==> src/hdl/parity_ext_defines.vh <==
// Purpose: shared constants of the parity bus serial extender
// Assumes: included by bare name from the extender design file only
// Notes: slot counts are per link word, one core cycle per slot
`ifndef PARITY_EXT_DEFINES_VH
`define PARITY_EXT_DEFINES_VH

// link word framing
`define SER_SLOTS 7
`define SER_FIRST_SLOT 3'h0
`define SER_LAST_SLOT 3'h6
`define SER_SLOT_END 3'h7
`define CLK_HIGH_SLOTS 3'h4

// word layout: each byte followed by its parity bit
`define BYTE_BITS 8
`define BYTE_STRIDE 9

// recovered clock high time in core cycles
`define RX_OCLK_HIGH 3'h4

// buffering default
`define TX_FIFO_DEPTH 16
`define TX_FIFO_AW 4

`endif

==> src/hdl/byte_parity.v <==
// Purpose: parity bit over one byte, shared by generator and checker
// Assumes: combinational use on the core clock side
// Notes: ODD selects odd sense, zero gives even sense
`timescale 1ns/1ps
module byte_parity #(
  parameter WIDTH = 8,
  parameter ODD = 0
) (
  // data in
  input wire [WIDTH-1:0] data_i,
  // parity out
  output wire parity_o
);

  assign parity_o = (^data_i) ^ (ODD != 0);

endmodule // byte_parity

==> src/hdl/lane_fifo.v <==
// Purpose: word buffer between bus capture and serializer
// Assumes: DEPTH is a power of two, AW is its log2
// Notes: in_ready_o low exactly while full, out_valid_o high while not empty
`timescale 1ns/1ps
module lane_fifo #(
  parameter WIDTH = 21,
  parameter DEPTH = 16,
  parameter AW = 4
) (
  // clock and reset
  input wire clk_i,
  input wire reset_i,
  // fill side
  input wire in_valid_i,
  output wire in_ready_o,
  input wire [WIDTH-1:0] in_data_i,
  // drain side
  output wire out_valid_o,
  input wire out_ready_i,
  output wire [WIDTH-1:0] out_data_o
);

  localparam [AW:0] FULL_COUNT = DEPTH;

  reg [WIDTH-1:0] mem [0:DEPTH-1];
  reg [AW-1:0] wr_q;
  reg [AW-1:0] rd_q;
  reg [AW:0] count_q;

  wire push = in_valid_i & in_ready_o;
  wire pop = out_valid_o & out_ready_i;

  assign in_ready_o = (count_q != FULL_COUNT);
  assign out_valid_o = (count_q != {(AW+1){1'b0}});
  assign out_data_o = mem[rd_q];

  always @(posedge clk_i) begin
    if (push) begin
      mem[wr_q] <= in_data_i;
    end
  end

  always @(posedge clk_i) begin
    if (reset_i) begin
      wr_q <= {AW{1'b0}};
      rd_q <= {AW{1'b0}};
      count_q <= {(AW+1){1'b0}};
    end else begin
      if (push) begin
        wr_q <= wr_q + 1'b1;
      end
      if (pop) begin
        rd_q <= rd_q + 1'b1;
      end
      case ({push, pop})
        2'b10: count_q <= count_q + 1'b1;
        2'b01: count_q <= count_q - 1'b1;
        default: count_q <= count_q;
      endcase
    end
  end

endmodule // lane_fifo

==> src/hdl/parity_bus_serial_extender.v <==
// Purpose: parallel bus extender with per-byte parity, lane serializer and deserializer
// Assumes: one core clock; bus clock, bus data and link pins are asynchronous to it
// Notes: LANES 3 gives the 21-bit word, LANES 4 the 28-bit word
//
// Behaviour
// - narrow build sends the word on three data lanes plus a clock lane.
// - wide build sends the word on four data lanes plus a clock lane.
// - bus clock captured on own input, bits spread over lanes, clock sent separately.
// - receiver recovers lanes and clock, unmaps, presents word with recovered clock.
// - transmit side adds one parity bit per byte, bytes pass unchanged.
// - receive side recomputes byte parity and flags each mismatching byte.
// - per-byte parity errors are ORed into one link error flag.
// - bit-to-lane assignment interleaved or lane-sequential, set by INTERLEAVE; receiver applies the exact inverse.
// - 21-bit word holds two bytes, two parity bits and three control bits.
// - 28-bit word holds three bytes, three parity bits and one control bit.
// - every parallel input bit is captured at the bus clock rising edge.
`timescale 1ns/1ps
`include "parity_ext_defines.vh"
module parity_bus_serial_extender #(
  parameter LANES = 3,
  parameter INTERLEAVE = 1,
  parameter ODD_PARITY = 0,
  parameter FIFO_DEPTH = `TX_FIFO_DEPTH,
  parameter FIFO_AW = `TX_FIFO_AW
) (
  // clock and reset
  input wire CORE_CLK_I,
  input wire RESET_I,
  // transmit parallel bus
  input wire TX_BUS_CLOCK_IN_I,
  input wire [`BYTE_BITS*(LANES-1)-1:0] TX_PARALLEL_IN_I,
  input wire [`SER_SLOTS*LANES-`BYTE_STRIDE*(LANES-1)-1:0] TX_CTRL_IN_I,
  // transmit status
  output reg TX_READY_O,
  output reg TX_OVERFLOW_O,
  // transmit link
  output reg [LANES-1:0] TX_LANE_O,
  output reg TX_CLK_LANE_O,
  // receive link
  input wire [LANES-1:0] RX_LANE_I,
  input wire RX_CLK_LANE_I,
  // receive parallel bus
  output reg [`BYTE_BITS*(LANES-1)-1:0] RX_PARALLEL_O,
  output reg [`SER_SLOTS*LANES-`BYTE_STRIDE*(LANES-1)-1:0] RX_CTRL_O,
  output reg RX_WORD_VALID_O,
  output reg RX_CLOCK_O,
  // receive checks
  output reg [LANES-2:0] RX_BYTE_ERR_O,
  output reg RX_LINK_ERR_O,
  output reg RX_FRAME_ERR_O
);

  localparam NBYTES = LANES - 1;
  localparam WORD_BITS = `SER_SLOTS * LANES;
  localparam DBITS = `BYTE_BITS * NBYTES;
  localparam NCTRL = WORD_BITS - `BYTE_STRIDE * NBYTES;
  localparam DIN = DBITS + NCTRL;

  integer l;
  integer n;

  // ---------------- transmit capture ----------------
  reg [2:0] txclk_sync_q;
  reg txclk_stable_q;
  reg [DIN-1:0] txd_s1_q;
  reg [DIN-1:0] txd_s2_q;
  reg [DIN-1:0] txd_s3_q;
  reg [DIN-1:0] txd_s4_q;

  // edge counts only once the second and third stages agree high
  wire tx_rise = txclk_sync_q[1] & txclk_sync_q[2] & ~txclk_stable_q;

  always @(posedge CORE_CLK_I) begin
    if (RESET_I) begin
      txclk_sync_q <= 3'h0;
      txclk_stable_q <= 1'b0;
      txd_s1_q <= {DIN{1'b0}};
      txd_s2_q <= {DIN{1'b0}};
      txd_s3_q <= {DIN{1'b0}};
      txd_s4_q <= {DIN{1'b0}};
    end else begin
      txclk_sync_q <= {txclk_sync_q[1:0], TX_BUS_CLOCK_IN_I};
      if (txclk_sync_q[1] == txclk_sync_q[2]) begin
        txclk_stable_q <= txclk_sync_q[2];
      end
      txd_s1_q <= {TX_CTRL_IN_I, TX_PARALLEL_IN_I};
      txd_s2_q <= txd_s1_q;
      txd_s3_q <= txd_s2_q;
      // one stage deeper than the clock so the pre-edge value is taken
      txd_s4_q <= txd_s3_q;
    end
  end

  // ---------------- parity generation and word build ----------------
  wire [WORD_BITS-1:0] tx_word;
  wire [WORD_BITS-1:0] rx_word;
  wire [NBYTES-1:0] rx_calc_par;
  wire [NBYTES-1:0] rx_byte_err;

  genvar b;
  generate
    for (b = 0; b < NBYTES; b = b + 1) begin : g_byte
      wire tx_par;
      byte_parity #(
        .WIDTH(`BYTE_BITS),
        .ODD(ODD_PARITY)
      ) u_tx_par (
        .data_i(txd_s4_q[b*`BYTE_BITS +: `BYTE_BITS]),
        .parity_o(tx_par)
      );
      // byte passes unchanged, parity bit placed above it
      assign tx_word[b*`BYTE_STRIDE +: `BYTE_BITS] = txd_s4_q[b*`BYTE_BITS +: `BYTE_BITS];
      assign tx_word[b*`BYTE_STRIDE + `BYTE_BITS] = tx_par;

      byte_parity #(
        .WIDTH(`BYTE_BITS),
        .ODD(ODD_PARITY)
      ) u_rx_par (
        .data_i(rx_word[b*`BYTE_STRIDE +: `BYTE_BITS]),
        .parity_o(rx_calc_par[b])
      );
      assign rx_byte_err[b] = rx_calc_par[b] ^ rx_word[b*`BYTE_STRIDE + `BYTE_BITS];
    end
  endgenerate

  // control bits fill the top of the word: 3 in the narrow build, 1 in the wide
  assign tx_word[WORD_BITS-1 -: NCTRL] = txd_s4_q[DIN-1 -: NCTRL];

  // ---------------- transmit buffer ----------------
  wire fifo_in_ready;
  wire fifo_out_valid;
  wire fifo_out_ready;
  wire [WORD_BITS-1:0] fifo_out_data;

  lane_fifo #(
    .WIDTH(WORD_BITS),
    .DEPTH(FIFO_DEPTH),
    .AW(FIFO_AW)
  ) u_fifo (
    .clk_i(CORE_CLK_I),
    .reset_i(RESET_I),
    .in_valid_i(tx_rise),
    .in_ready_o(fifo_in_ready),
    .in_data_i(tx_word),
    .out_valid_o(fifo_out_valid),
    .out_ready_i(fifo_out_ready),
    .out_data_o(fifo_out_data)
  );

  always @(posedge CORE_CLK_I) begin
    if (RESET_I) begin
      TX_READY_O <= 1'b0;
      TX_OVERFLOW_O <= 1'b0;
    end else begin
      TX_READY_O <= fifo_in_ready;
      // a bus word arriving while the buffer is full is dropped
      TX_OVERFLOW_O <= tx_rise & ~fifo_in_ready;
    end
  end

  // ---------------- lane mapping and its inverse ----------------
  wire [WORD_BITS-1:0] fifo_map;
  reg [WORD_BITS-1:0] rx_map_q;

  genvar w;
  generate
    for (w = 0; w < WORD_BITS; w = w + 1) begin : g_map
      localparam integer LN = (INTERLEAVE != 0) ? (w % LANES) : (w / `SER_SLOTS);
      localparam integer SL = (INTERLEAVE != 0) ? (w / LANES) : (w % `SER_SLOTS);
      // map position is lane*7+slot; the same pair is used both ways
      assign fifo_map[LN*`SER_SLOTS + SL] = fifo_out_data[w];
      assign rx_word[w] = rx_map_q[LN*`SER_SLOTS + SL];
    end
  endgenerate

  // ---------------- serializer ----------------
  reg [WORD_BITS-1:0] ser_map_q;
  reg ser_busy_q;
  reg [2:0] ser_slot_q;
  wire [LANES-1:0] ser_first_bits;
  wire [LANES-1:0] ser_cur_bits;

  genvar k;
  generate
    for (k = 0; k < LANES; k = k + 1) begin : g_lane
      assign ser_first_bits[k] = fifo_map[k*`SER_SLOTS];
      assign ser_cur_bits[k] = ser_map_q[k*`SER_SLOTS + ser_slot_q];
    end
  endgenerate

  wire ser_take = ~ser_busy_q | (ser_slot_q == `SER_SLOT_END);
  assign fifo_out_ready = ser_take;

  always @(posedge CORE_CLK_I) begin
    if (RESET_I) begin
      ser_map_q <= {WORD_BITS{1'b0}};
      ser_busy_q <= 1'b0;
      ser_slot_q <= `SER_FIRST_SLOT;
      TX_LANE_O <= {LANES{1'b0}};
      TX_CLK_LANE_O <= 1'b0;
    end else if (ser_take) begin
      if (fifo_out_valid) begin
        ser_map_q <= fifo_map;
        ser_busy_q <= 1'b1;
        ser_slot_q <= `SER_FIRST_SLOT + 3'h1;
        TX_LANE_O <= ser_first_bits;
        TX_CLK_LANE_O <= 1'b1;
      end else begin
        // idle link: lanes and clock lane held low
        ser_busy_q <= 1'b0;
        ser_slot_q <= `SER_FIRST_SLOT;
        TX_LANE_O <= {LANES{1'b0}};
        TX_CLK_LANE_O <= 1'b0;
      end
    end else begin
      ser_slot_q <= ser_slot_q + 3'h1;
      TX_LANE_O <= ser_cur_bits;
      // clock lane high for slots 0..3, low for 4..6
      TX_CLK_LANE_O <= (ser_slot_q < `CLK_HIGH_SLOTS);
    end
  end

  // ---------------- receive synchronisers ----------------
  reg [2:0] rxclk_sync_q;
  reg rxclk_stable_q;
  reg [LANES-1:0] rxl_s1_q;
  reg [LANES-1:0] rxl_s2_q;
  reg [LANES-1:0] rxl_s3_q;

  wire rx_rise = rxclk_sync_q[1] & rxclk_sync_q[2] & ~rxclk_stable_q;

  always @(posedge CORE_CLK_I) begin
    if (RESET_I) begin
      rxclk_sync_q <= 3'h0;
      rxclk_stable_q <= 1'b0;
      rxl_s1_q <= {LANES{1'b0}};
      rxl_s2_q <= {LANES{1'b0}};
      rxl_s3_q <= {LANES{1'b0}};
    end else begin
      rxclk_sync_q <= {rxclk_sync_q[1:0], RX_CLK_LANE_I};
      if (rxclk_sync_q[1] == rxclk_sync_q[2]) begin
        rxclk_stable_q <= rxclk_sync_q[2];
      end
      rxl_s1_q <= RX_LANE_I;
      rxl_s2_q <= rxl_s1_q;
      rxl_s3_q <= rxl_s2_q;
    end
  end

  // ---------------- deserializer ----------------
  reg rx_active_q;
  reg [2:0] rx_slot_q;
  reg rx_done_q;
  reg rx_cut_q;

  always @(posedge CORE_CLK_I) begin
    if (RESET_I) begin
      rx_map_q <= {WORD_BITS{1'b0}};
      rx_active_q <= 1'b0;
      rx_slot_q <= `SER_FIRST_SLOT;
      rx_done_q <= 1'b0;
      rx_cut_q <= 1'b0;
    end else begin
      rx_done_q <= 1'b0;
      rx_cut_q <= 1'b0;
      if (rx_rise) begin
        // clock lane rise marks slot 0; a rise mid-word restarts the word
        rx_cut_q <= rx_active_q;
        for (l = 0; l < LANES; l = l + 1) begin
          rx_map_q[l*`SER_SLOTS] <= rxl_s3_q[l];
        end
        rx_slot_q <= `SER_FIRST_SLOT + 3'h1;
        rx_active_q <= 1'b1;
      end else if (rx_active_q) begin
        for (l = 0; l < LANES; l = l + 1) begin
          rx_map_q[l*`SER_SLOTS + rx_slot_q] <= rxl_s3_q[l];
        end
        rx_slot_q <= rx_slot_q + 3'h1;
        if (rx_slot_q == `SER_LAST_SLOT) begin
          rx_active_q <= 1'b0;
          rx_done_q <= 1'b1;
        end
      end
    end
  end

  // ---------------- receive presentation ----------------
  reg [2:0] rx_oclk_cnt_q;

  always @(posedge CORE_CLK_I) begin
    if (RESET_I) begin
      RX_PARALLEL_O <= {DBITS{1'b0}};
      RX_CTRL_O <= {NCTRL{1'b0}};
      RX_BYTE_ERR_O <= {NBYTES{1'b0}};
      RX_LINK_ERR_O <= 1'b0;
      RX_WORD_VALID_O <= 1'b0;
      RX_CLOCK_O <= 1'b0;
      RX_FRAME_ERR_O <= 1'b0;
      rx_oclk_cnt_q <= 3'h0;
    end else begin
      RX_WORD_VALID_O <= rx_done_q;
      RX_FRAME_ERR_O <= rx_cut_q;
      if (rx_done_q) begin
        for (n = 0; n < NBYTES; n = n + 1) begin
          RX_PARALLEL_O[n*`BYTE_BITS +: `BYTE_BITS] <= rx_word[n*`BYTE_STRIDE +: `BYTE_BITS];
        end
        RX_CTRL_O <= rx_word[WORD_BITS-1 -: NCTRL];
        RX_BYTE_ERR_O <= rx_byte_err;
        RX_LINK_ERR_O <= |rx_byte_err;
        // data changes with the recovered clock low; it rises one cycle later
        RX_CLOCK_O <= 1'b0;
        rx_oclk_cnt_q <= `RX_OCLK_HIGH;
      end else if (rx_oclk_cnt_q != 3'h0) begin
        RX_CLOCK_O <= 1'b1;
        rx_oclk_cnt_q <= rx_oclk_cnt_q - 3'h1;
      end else begin
        RX_CLOCK_O <= 1'b0;
      end
    end
  end

endmodule // parity_bus_serial_extender

==> config.mk <==
export PLATFORM = sky130hd
export DESIGN_NAME = parity_bus_serial_extender
export DESIGN_NICKNAME = d
export VERILOG_FILES = /design/src/hdl/byte_parity.v /design/src/hdl/lane_fifo.v /design/src/hdl/parity_bus_serial_extender.v
export VERILOG_INCLUDE_DIRS = /design/src /design/src/hdl
export SDC_FILE = /design/constraint.sdc
export NUM_CORES = 1
export LEC_CHECK = 0
export ABC_AREA = 1
export CORE_MARGIN = 3
export CORE_UTILIZATION = 40
export DETAILED_ROUTE_END_ITERATION = 7
export DONT_BUFFER_PORTS = 1
export GPL_TIMING_DRIVEN = 1
export SETUP_SLACK_MARGIN = 0.15
export SYNTH_ARGS = -nofsm -noshare
export SYNTH_HDL_FRONTEND = slang
export SYNTH_SLANG_ARGS = --single-unit
==> constraint.sdc <==
create_clock -name CORE_CLK_I -period 3.3 [get_ports CORE_CLK_I]
set_clock_uncertainty 0.1 [all_clocks]
set_input_delay 0.165 -clock CORE_CLK_I [delete_from_list [all_inputs] [get_ports CORE_CLK_I]]
set_output_delay 0.165 -clock CORE_CLK_I [all_outputs]
set_load 0.1 [all_outputs]
==> results of run 1 <==
-- logic make-up (layout without fill, tap and decap cells) --
family	count (synthesis)	after routing	share of synthesized area, %
simple gates	587	587	11.5
xor+xnor	33	33	1.38
compound gates	438	438	12.3
flops	532	532	66.9
fa+ha+maj	28	28	1.67
buf+inv	307	375	6.30
-- sequential cells by signal (all words and copies together), names as in the netlist, 4 cells and up, named ones only --
signal and cells:
u_fifo.mem 336, rx_map_q 21, ser_map_q 21, txd_s1_q 19, txd_s2_q 19, txd_s3_q 19, txd_s4_q 19, RX_PARALLEL_O 16
u_fifo.count_q 5, u_fifo.rd_q 4, u_fifo.wr_q 4
-- cells in the final DEF, fill, tap and decap left out, drive strengths merged --
cell type and n:
a211oi 1, a21oi 69, a22o 11, a311oi 3
a31o 1, a31oi 5, buf 50, bufinv 2
clkbuf 77, clkinv 11, clkinvlp 2, dfxtp 196
dlygate4sd3 26, edfxtp 336, ha 28, inv 207
nand2 153, nand3 71, nand3b 1, nand4 5
nor2 347, nor3 5, nor3b 1, nor4 2
o2111a 1, o211ai 28, o21a 1, o21ai 235
o221ai 53, o22ai 28, o31ai 2, or2 2
xnor2 20, xor2 13
-- layer usage --
| metal | wire (um) | global-route usage [%] |
|---|---|---|
| met1 | 22700 | 24.5 |
| met2 | 22000 | 27.3 |
| met3 | 3140 | 3.42 |
| met4 | 1070 | 4.93 |
| met5 | 0 | 0 |
-- through the flow --
| stage | setup WS (ns) | hold WS [ns] | instance area (sq um) | cells | util (%) |
|---|---|---|---|---|---|
| floorplan | 0.697 | 0.172 | 21000 | 1925 | - |
| global placement | 0.552 | 0.170 | 21700 | 2551 | 42.1 |
| CTS | 0.352 | 0.0802 | 23700 | 2673 | 45.9 |
| global route | 0.178 | 0.105 | 23700 | 2673 | 45.9 |
| finish | 0.342 | 0.122 | 23700 | 2673 | 45.9 |
| detailed placement | 0.562 | 0.170 | 21700 | 2551 | 42.1 |
-- worst min path at each step --
stage                           end  slack, ns                  from
CTS                     txd_s1_q[4]       0.08   TX_PARALLEL_IN_I[4]
floorplan           rxclk_sync_q[0]       0.17         RX_CLK_LANE_I
global placement        rxl_s3_q[1]       0.17               RESET_I
global route            rxl_s1_q[2]       0.11          RX_LANE_I[2]
detailed placement     rx_map_q[14]       0.17               RESET_I
finish                 txd_s1_q[14]       0.12  TX_PARALLEL_IN_I[14]
-- cell type report --
cell class / instances / area [sq um]
inverter: 204 / 773
multi-input combinational: 1086 / 5660
timing repair buffer: 76 / 706
tap: 680 / 851
clock buffer: 77 / 1480
clock inverter: 18 / 194
sequential: 532 / 14000
fill: 4686 / 27900
-- repair_timing --
item                                   in CTS  in global routing
endpoints found under the hold margin     161                  0
setup buffers                               0                  0
hold buffers                               27                  0
-- power breakdown --
group          internal (mW)  switching (mW)
registers               7.32           0.468
logic                   1.27            2.85
clock network           3.28            2.49
-- critical path, stage by stage (launching register included) --
cell and delay (ns):
dfxtp_1 0.40, ha_1 0.23, ha_1 0.17, or2_2 0.32, nand2_4 0.21, inv_4 0.05
buf_4 0.28, nand2_1 0.11, inv_1 0.07, a31o_2 0.20, nand2_1 0.08, nor2_1 0.04
dlygate4sd3_1 0.56
==> impl_metrics.toml, run 1 <==
[clocking]
cts_tree = "done"
cts.clk_slew.worst_paths_ns = 0.06
ctsRootBufferMaster = "clkbuf_16"
cts_buffer_depth = 3
numCtsBuffers = 53
htree_levels = 2
clock_latency_ns = 0.61
ctsResizeCount = 0
cts.sinks = 532

[sta]
hold_viol = 0
maxSlewHeadroom_pct = 29.0
fmax_mhz = 338
setup_violations = 0
layout_min_cycle_time_ns = 2.96
setup_tns_ns = 0
worst_pin_slew_ns = 1.06
rsz0062_at_grt = "false"
min_period_over_period_pct = 89.6
slew_viol_final = 0

[global_routing]
antenna_found_initial = 0
grt_remaining_overflow = 0
grt_max_degree = 138
grt_pass1_vias = 13517
track_usage_pct = 17.3
grt_pass1_wl_um = 76500

[run]
maxCapViolations = 0

[critical_path]
crit_path_start_kind = "flip-flop"
critPathArrivalTime_ns = 3.34
regToRegSetupSlack_ns = 0.34
worst_r2r_endpoint = "u_fifo.rd_q[3]"
crit_required_ns = 3.68
cp_max_fo = 36
crit_path_end = "u_fifo.rd_q[3]"
reg2reg_from = "ser_slot_q[1]"
cp-startpoint = "ser_slot_q[1]"
ff2ff_path_depth = 12
path_class = "reg -> reg"
critPathCaptureType = "flip-flop"

[min_path]
whs_path_depth = 3
min_path_type = "in -> reg"

[logic_synthesis]
syn_nets = 1979
post-synth-top-count-cell = "nor2_1"
synth_area_leaders = "edfxtp_1, dfxtp_1, nor2_1"
synth.largest_area_cell = "edfxtp_1"
syn_area_sq_um = 21000
synth_common_cells = "nor2_1, edfxtp_1, o21ai_0, inv_1, dfxtp_1"
yosysSeqAreaShare_pct = 66.9
ys_types = 44
async_flop_share_pct = 0
synth_seq_cells = 532
syn_inst = 1925
avgSynthCellArea_sq_um = 10.9
synth_top_area_share_pct = 48.1
ys_warn_count = 0
synth_edf_count = 336
ys.flop_type = "edfxtp_1"

[die]
ioPinCount = 57
start_util_pct = 40.6
die_width_um = 235
rows = 83
die_area_sq_um = 55200
die_h_um = 235
core_sq_um = 51600

[outcome]
status = "completed"

[drt]
via_per_inst = 5.20
detail-route-antenna-nets = 0
drc = 0
num_vias = 13909
drt-initial-drc-count = 1069
drt-pass1-iter-count = 5
detail_route.wirelength_um = 48900
wl_per_cell_um = 18.3

[cells_and_area]
finalNetCount = 2007
synthToLayoutAreaGrowth_pct = 13.0
drive_gt1_share_pct = 8.38
n_antenna_cell = 0

[place]
place_congestion = 0.815
dp_hpwl_um = 28600
port_buffers = 0

[power]
worst_ir_drop_vdd_v = 0.000587
p_leak_nw = 8.54
power_mw = 17.7
power.density_nw_per_um2 = 747
No activity file was read; power rests on OpenSTA's default activity.
==> inputs of run 2 (changes only) <==
--- a/config.mk
+++ b/config.mk
@@ -12,6 +12,7 @@
 export DETAILED_ROUTE_END_ITERATION = 7
 export DONT_BUFFER_PORTS = 1
 export GPL_TIMING_DRIVEN = 1
+export PLACE_DENSITY = 0.63
 export SETUP_SLACK_MARGIN = 0.15
 export SYNTH_ARGS = -nofsm -noshare
 export SYNTH_HDL_FRONTEND = slang
==> run 2 against run 1 <==
  * Critical path depth increased by 1
  * Power increased by 0.40%
  * Flip-flop and latch count unchanged
  * Hold slack got worse by 0.040 ns
  * Final area increased by 1.3%
  * Combinational power decreased by 5.6%
  * Sequential power increased by 0.5%
  * Critical path type unchanged
  * Critical endpoint is now u_fifo.count_q[2]
  * Largest cell class unchanged
==> impl_metrics.toml, run 2 (same netlist as run 1, synthesis figures left out) <==
[cells_and_area]
synthToLayoutAreaGrowth_pct = 14.5
multi_input_area_sq_um = 5670
finalNetCount = 2027
top_regs = "u_fifo.mem: 336 flops, rx_map_q: 21 flops, ser_map_q: 21 flops"
largest_reg_flops = 336
fill_cells = 4617
mostFrequentLayoutCell = "edfxtp_1"
top_register = "u_fifo.mem"
n_antenna_cell = 0
seq_area_sq_um = 14000
final_cell_mix = "edfxtp_1, nor2_1, o21ai_0, inv_1, dfxtp_1"
post-route-cell-area_sq_um = 24000
drive_gt1_share_pct = 9.13

[die]
core_sq_um = 51600
start_util_pct = 40.6
die_area_sq_um = 55200
die_h_um = 235
rows = 83
ioPinCount = 57
die_width_um = 235

[drt]
detail-route-antenna-nets = 0
via_per_inst = 5.20
num_vias = 14020
wl_per_cell_um = 18.2
drc = 0
drt-pass1-iter-count = 7
drt-initial-drc-count = 1276
detail_route.wirelength_um = 49100

[critical_path]
cp_max_fo = 18
crit_buf_inv = 3
slowest_delay_ns = 0.41
crit_path_cell_trace = "ha_1 -> ha_1 -> or2_2 -> nand2_4 -> inv_4 -> ha_1 -> xor2_1 -> ha_1 -> inv_1 -> nand2_2 -> xor2_1 -> o21ai_0 -> inv_1"
crit_path_start_kind = "flip-flop"
critPathTopFamily = "adder cells"
path_class = "reg -> reg"
crit_cells = 13
critPathArrivalTime_ns = 3.14
crit_required_ns = 3.68
cpMaxStageDelayCell = "dfxtp_1"
cpMostUsedCell = "ha_1"
critPathCaptureType = "flip-flop"
ff2ff_path_depth = 13

[power]
comb_power_share_pct = 21.9
worst_ir_drop_vdd_v = 0.000638
seqPwrFrac_pct = 44.1
internal_power_mw = 12.1
pwr-share-clk_pct = 34.0
switching_share_pct = 31.8
p_leak_nw = 8.74
power.density_nw_per_um2 = 740
p_switching_mw = 5.65

[place]
port_buffers = 0
place_congestion = 0.867
dp_hpwl_um = 28600
placedInstanceArea_sq_um = 21800

[sta]
rsz0062_at_grt = "false"
whs_ns = 0.0820
slew_viol_final = 0
setup_tns_ns = 0
layout_min_cycle_time_ns = 2.77
min_period_over_period_pct = 83.8
maxSlewHeadroom_pct = 31.9
fmax_mhz = 361
setup_violations = 0
hold_viol = 0
worst_pin_slew_ns = 1.02

[clocking]
ctsHoldBuffers = 46
htree_levels = 2
ctsRootBufferMaster = "clkbuf_16"
cts_buffer_depth = 3
numCtsBuffers = 51
cts.clk_slew.worst_paths_ns = 0.06
clock_latency_ns = 0.60
ctsResizeCount = 0
post_cts_buffers = 0
cts_tree = "done"
cts.sinks = 532

[global_routing]
grt_max_degree = 122
antenna_found_initial = 0
grt_remaining_overflow = 0
grt_pass1_wl_um = 77000
track_usage_pct = 17.4
grt_pass1_vias = 13546

[run]
maxCapViolations = 0

[outcome]
status = "completed"

[min_path]
whs_path_depth = 2
min_path_type = "in -> reg"
## run 2: per-layer routing
metal | wire length, um | vias to the layer above | track usage [%]
met5 | 0 | - | 0
li1 | - | 6722 | -
met4 | 1200 | 0 | 4.90
met1 | 21400 | 6746 | 24.0
met2 | 23100 | 464 | 28.7
met3 | 3360 | 88 | 2.89
## run 2: path summary, 6_finish.rpt
| check | start | endpoint | slack (ns) |
|---|---|---|---|
| min reg2reg | txclk_sync_q[0] | txclk_sync_q[1] | 0.30 |
| max | ser_slot_q[1] | u_fifo.count_q[2] | 0.53 |
| max reg2reg | ser_slot_q[1] | u_fifo.count_q[2] | 0.53 |
| min | RESET_I | txd_s1_q[2] | 0.08 |
## run 2: power by group through the flow
stage / Combinational, mW / Sequential, mW / Clock [mW]
floorplan: 3.01 / 7.79 / 0
global placement: 3.69 / 7.97 / 0
detailed placement: 3.79 / 7.97 / 0
CTS: 3.89 / 7.84 / 6.13
global route: 4.42 / 7.87 / 6.39
finish: 3.90 / 7.83 / 6.03
## run 2: through the flow
| stage | power [mW] | std cells | util, % | worst slack [ns] |
|---|---|---|---|---|
| after global routing | 18.7 | 2695 | 46.5 | 0.292 |
| after floorplan | 10.8 | 1925 | - | 0.697 |
| after global placement | 11.7 | 2554 | 42.1 | 0.647 |
| after CTS | 17.9 | 2695 | 46.5 | 0.549 |
| final | 17.8 | 2695 | 46.5 | 0.533 |
| after detailed placement | 11.8 | 2554 | 42.1 | 0.583 |
## run 2: final cells by class
class                      instances  area share, %
multi-input combinational       1086           23.6
clock buffer                      74           6.49
clock inverter                    21          0.881
inverter                         204           3.22
timing repair buffer              98           3.83
sequential                       532           58.4
tap                              680           3.54
## run 2: worst register-to-register path, delay by kind of cell (launching register included)
family	cells	cell delay (ns)
buffers and inverters	3	0.17
and+or+nand+nor	3	0.61
adders and majority gates	4	0.88
AOI/OAI and AO/OA	1	0.16
DFF	1	0.41
xor gates and xnor gates	2	0.33
==> inputs of run 3 (changes only) <==
--- a/config.mk
+++ b/config.mk
@@ -6,13 +6,13 @@
 export SDC_FILE = /design/constraint.sdc
 export NUM_CORES = 1
 export LEC_CHECK = 0
-export ABC_AREA = 1
+export ABC_AREA = 0
 export CORE_MARGIN = 3
 export CORE_UTILIZATION = 40
 export DETAILED_ROUTE_END_ITERATION = 7
 export DONT_BUFFER_PORTS = 1
 export GPL_TIMING_DRIVEN = 1
-export PLACE_DENSITY = 0.63
+export PLACE_DENSITY = 0.65
 export SETUP_SLACK_MARGIN = 0.15
 export SYNTH_ARGS = -nofsm -noshare
 export SYNTH_HDL_FRONTEND = slang
==> constraint.sdc (replaced) <==
create_clock -name CORE_CLK_I -period 2.4 [get_ports CORE_CLK_I]
set_clock_uncertainty 0.1 [all_clocks]
set_input_delay 0.12 -clock CORE_CLK_I [delete_from_list [all_inputs] [get_ports CORE_CLK_I]]
set_output_delay 0.12 -clock CORE_CLK_I [all_outputs]
set_load 0.1 [all_outputs]
==> run 3 against run 2 <==
  * The run now ends with negative hold slack, negative setup slack left
  * First-iteration DRC count decreased by 24%
  * Critical path depth decreased by 3
  * Sequential power increased by 34%
  * Sequential share of layout area decreased by 2.9 points
  * Power increased by 30%
  * Cell count decreased by 16%
  * Die area decreased by 2.8%
  * Via count decreased by 16%
  * Critical path type unchanged
  * Largest cell class unchanged
  * Largest power group unchanged
==> impl_metrics.toml, run 3 <==
[global_routing]
grt_use_met3_pct = 3.12
grt_pass1_wl_um = 69200
antenna_found_initial = 0
use_met1_pct = 22.6
grt_max_degree = 193
grt_pass1_vias = 11964
grt_remaining_overflow = 0
grt-busiest-layer = "met2"
track_usage_pct = 16.8
met2_usage_pct = 28.2

[drt]
num_vias = 11729
drt-initial-drc-count = 966
detail_route.wirelength_um = 44500
wl_per_cell_um = 19.7
drc = 0
via_per_inst = 5.20
drt-pass1-iter-count = 5
detail-route-antenna-nets = 0

[clocking]
htree_levels = 2
cts.sinks = 532
clock_latency_ns = 0.60
numCtsBuffers = 51
cts.clk_slew.worst_paths_ns = 0.06
cts_tree = "done"
ctsRootBufferMaster = "clkbuf_16"
cts_buffer_depth = 3

[die]
start_util_pct = 40.6
rows = 82
ioPinCount = 57
die_width_um = 232
core_sq_um = 50200
die_area_sq_um = 53600
die_h_um = 232

[logic_synthesis]
syn_area_sq_um = 20400
async_flop_share_pct = 0
synth_seq_cells = 532
synth_common_cells = "edfxtp_1, dfxtp_1, nor2b_1, nor2_1, mux4_2"
syn_inst = 1310
synth_edf_count = 336
synth.largest_area_cell = "edfxtp_1"
synth_area_leaders = "edfxtp_1, dfxtp_1, mux4_2"
post-synth-top-count-cell = "edfxtp_1"
yosysSeqAreaShare_pct = 68.8
ys.flop_type = "edfxtp_1"
ys_warn_count = 0
ys_types = 59
synth_top_area_share_pct = 49.6
syn_nets = 1364
avgSynthCellArea_sq_um = 15.5

[min_path]
min_to = "rx_map_q[10]"
worst_hold_startpoint = "RESET_I"
min_path_type = "in -> reg"
whs_path_depth = 1

[sta]
maxSlewHeadroom_pct = 36.5
min_period_over_period_pct = 113
finalWorstSetupSlack_ns = -0.319
hold_viol = 54
worst_pin_slew_ns = 0.951
slew_viol_final = 0
setup_tns_ns = -0.822
setup_violations = 3
layout_min_cycle_time_ns = 2.72
fmax_mhz = 368
whs_ns = -0.469
rsz0062_at_grt = "true"

[critical_path]
critPathTopFamily = "simple AND/OR/NAND/NOR gates"
crit_buf_inv = 1
critPathCaptureType = "flip-flop"
slowest_delay_ns = 0.55
regToRegSetupSlack_ns = -0.32
path_class = "reg -> reg"
ff2ff_path_depth = 10
reg2reg_from = "u_fifo.count_q[3]"
crit_required_ns = 2.82
critPathArrivalTime_ns = 3.14
cp-startpoint = "u_fifo.count_q[3]"
cp_max_fo = 4
worst_r2r_endpoint = "u_fifo.count_q[4]"
crit_path_cell_trace = "or4_4 -> o21ai_4 -> inv_4 -> ha_4 -> xor2_2 -> ha_2 -> a31oi_4 -> a21boi_2 -> or4_1 -> a21oi_2"
cpMaxStageDelayCell = "or4_4"
crit_path_start_kind = "flip-flop"

[outcome]
status = "complete, but fails checks"
failed_checks = "negative hold slack, negative setup slack"

[cells_and_area]
final_cell_mix = "edfxtp_1, dfxtp_1, dlygate4sd3_1, nor2b_1, mux4_2"
synthToLayoutAreaGrowth_pct = 24.0
top_register = "u_fifo.mem"
top_regs = "u_fifo.mem: 336 flops, rx_map_q: 21 flops, ser_map_q: 21 flops"
finalNetCount = 1594
fill_cells = 4151
mostFrequentLayoutCell = "edfxtp_1"
n_antenna_cell = 0
largest_reg_flops = 336
drive_gt1_share_pct = 20.5

[power]
worst_ir_drop_vdd_v = 0.000607
power.density_nw_per_um2 = 917
p_leak_nw = 9.05

[place]
port_buffers = 0
dp_hpwl_um = 24300
place_congestion = 0.842

[run]
maxCapViolations = 0
## run 3: changes by cell type in the layout (fill, tap and decap cells not counted), moves of 99 or more
cell           change
inv_1            -178
o21ai_0          -204
nand2_1          -108
nor2_1           -243
dlygate4sd3_1    +104
nor2b_1           +99
## run 3: routing by layer
metal | vias to the layer above | share of wire [%] | wire (um)
met5 | - | 0 | 0
met4 | 0 | 2.4 | 1060
met3 | 72 | 5.9 | 2640
met2 | 345 | 49 | 21900
met1 | 5944 | 42 | 18900
li1 | 5368 | - | -
## run 3: what timing repair did
item,4_1_cts,5_1_grt
pin swaps,5,10
setup buffers,3,4
hold buffers,147,3
gates cloned,0,0
resized for setup,5,25
endpoints found under the hold margin,196,57
setup endpoints to repair,4,68
## run 3: worst register-to-register path, cell delays in order, from the launching register on
cell and delay [ns]:
dfxtp_2 0.32, or4_4 0.55, o21ai_4 0.20, inv_4 0.06, ha_4 0.18, xor2_2 0.17
ha_2 0.21, a31oi_4 0.16, a21boi_2 0.08, or4_1 0.49, a21oi_2 0.13
## run 3: report_power, final
part	total [mW]	switching, mW	internal, mW
Sequential	10.5	0.489	10.0
Clock	7.83	3.35	4.47
Combinational	4.83	2.29	2.54
## run 3: metrics by stage
stage	worst slack [ns]	utilization, %	total power [mW]	std cells	cell area [sq um]
after floorplan	-0.429	-	13.9	1310	20500
after global placement	-0.286	43.7	14.9	2003	21900
after detailed placement	-0.325	43.7	15.0	2003	21900
after CTS	-0.284	50.0	23.1	2249	25100
after global routing	-0.395	50.3	24.1	2255	25200
final	-0.319	50.3	23.1	2255	25200
## run 3: how the worst max path moves through the flow
stage	endpoint	slack [ns]	depth (start not counted)
2_1_floorplan	u_fifo.count_q[4]	-0.43	12
3_3_place_gp	u_fifo.count_q[4]	-0.29	9
3_5_place_dp	u_fifo.count_q[4]	-0.33	9
4_1_cts	u_fifo.count_q[4]	-0.28	10
5_1_grt	u_fifo.count_q[4]	-0.40	9
6_report	u_fifo.count_q[4]	-0.32	10
## run 3: logic make-up after synthesis
kind of cell             after synthesis  share of synthesized area (%)
adder cells (fa/ha/maj)               28                           1.72
buffers and inverters                100                           2.22
multiplexers                         136                           12.4
flip-flops                           532                           68.8
XOR/XNOR                              45                           2.11
AND/OR/NAND/NOR                      304                           7.68
AO/OA/AOI/OAI                        165                           5.04
## run 3: area by class of cell
cell class | count | area (sq um) | share of cell area [%]
Sequential cell | 532 | 14000 | 55.5
Multi-Input combinational cell | 678 | 6100 | 24.2
Timing Repair Buffer | 257 | 2560 | 10.1
Clock buffer | 80 | 1480 | 5.85
Tap cell | 672 | 841 | 3.33
Clock inverter | 16 | 174 | 0.689
Inverter | 20 | 77.6 | 0.307
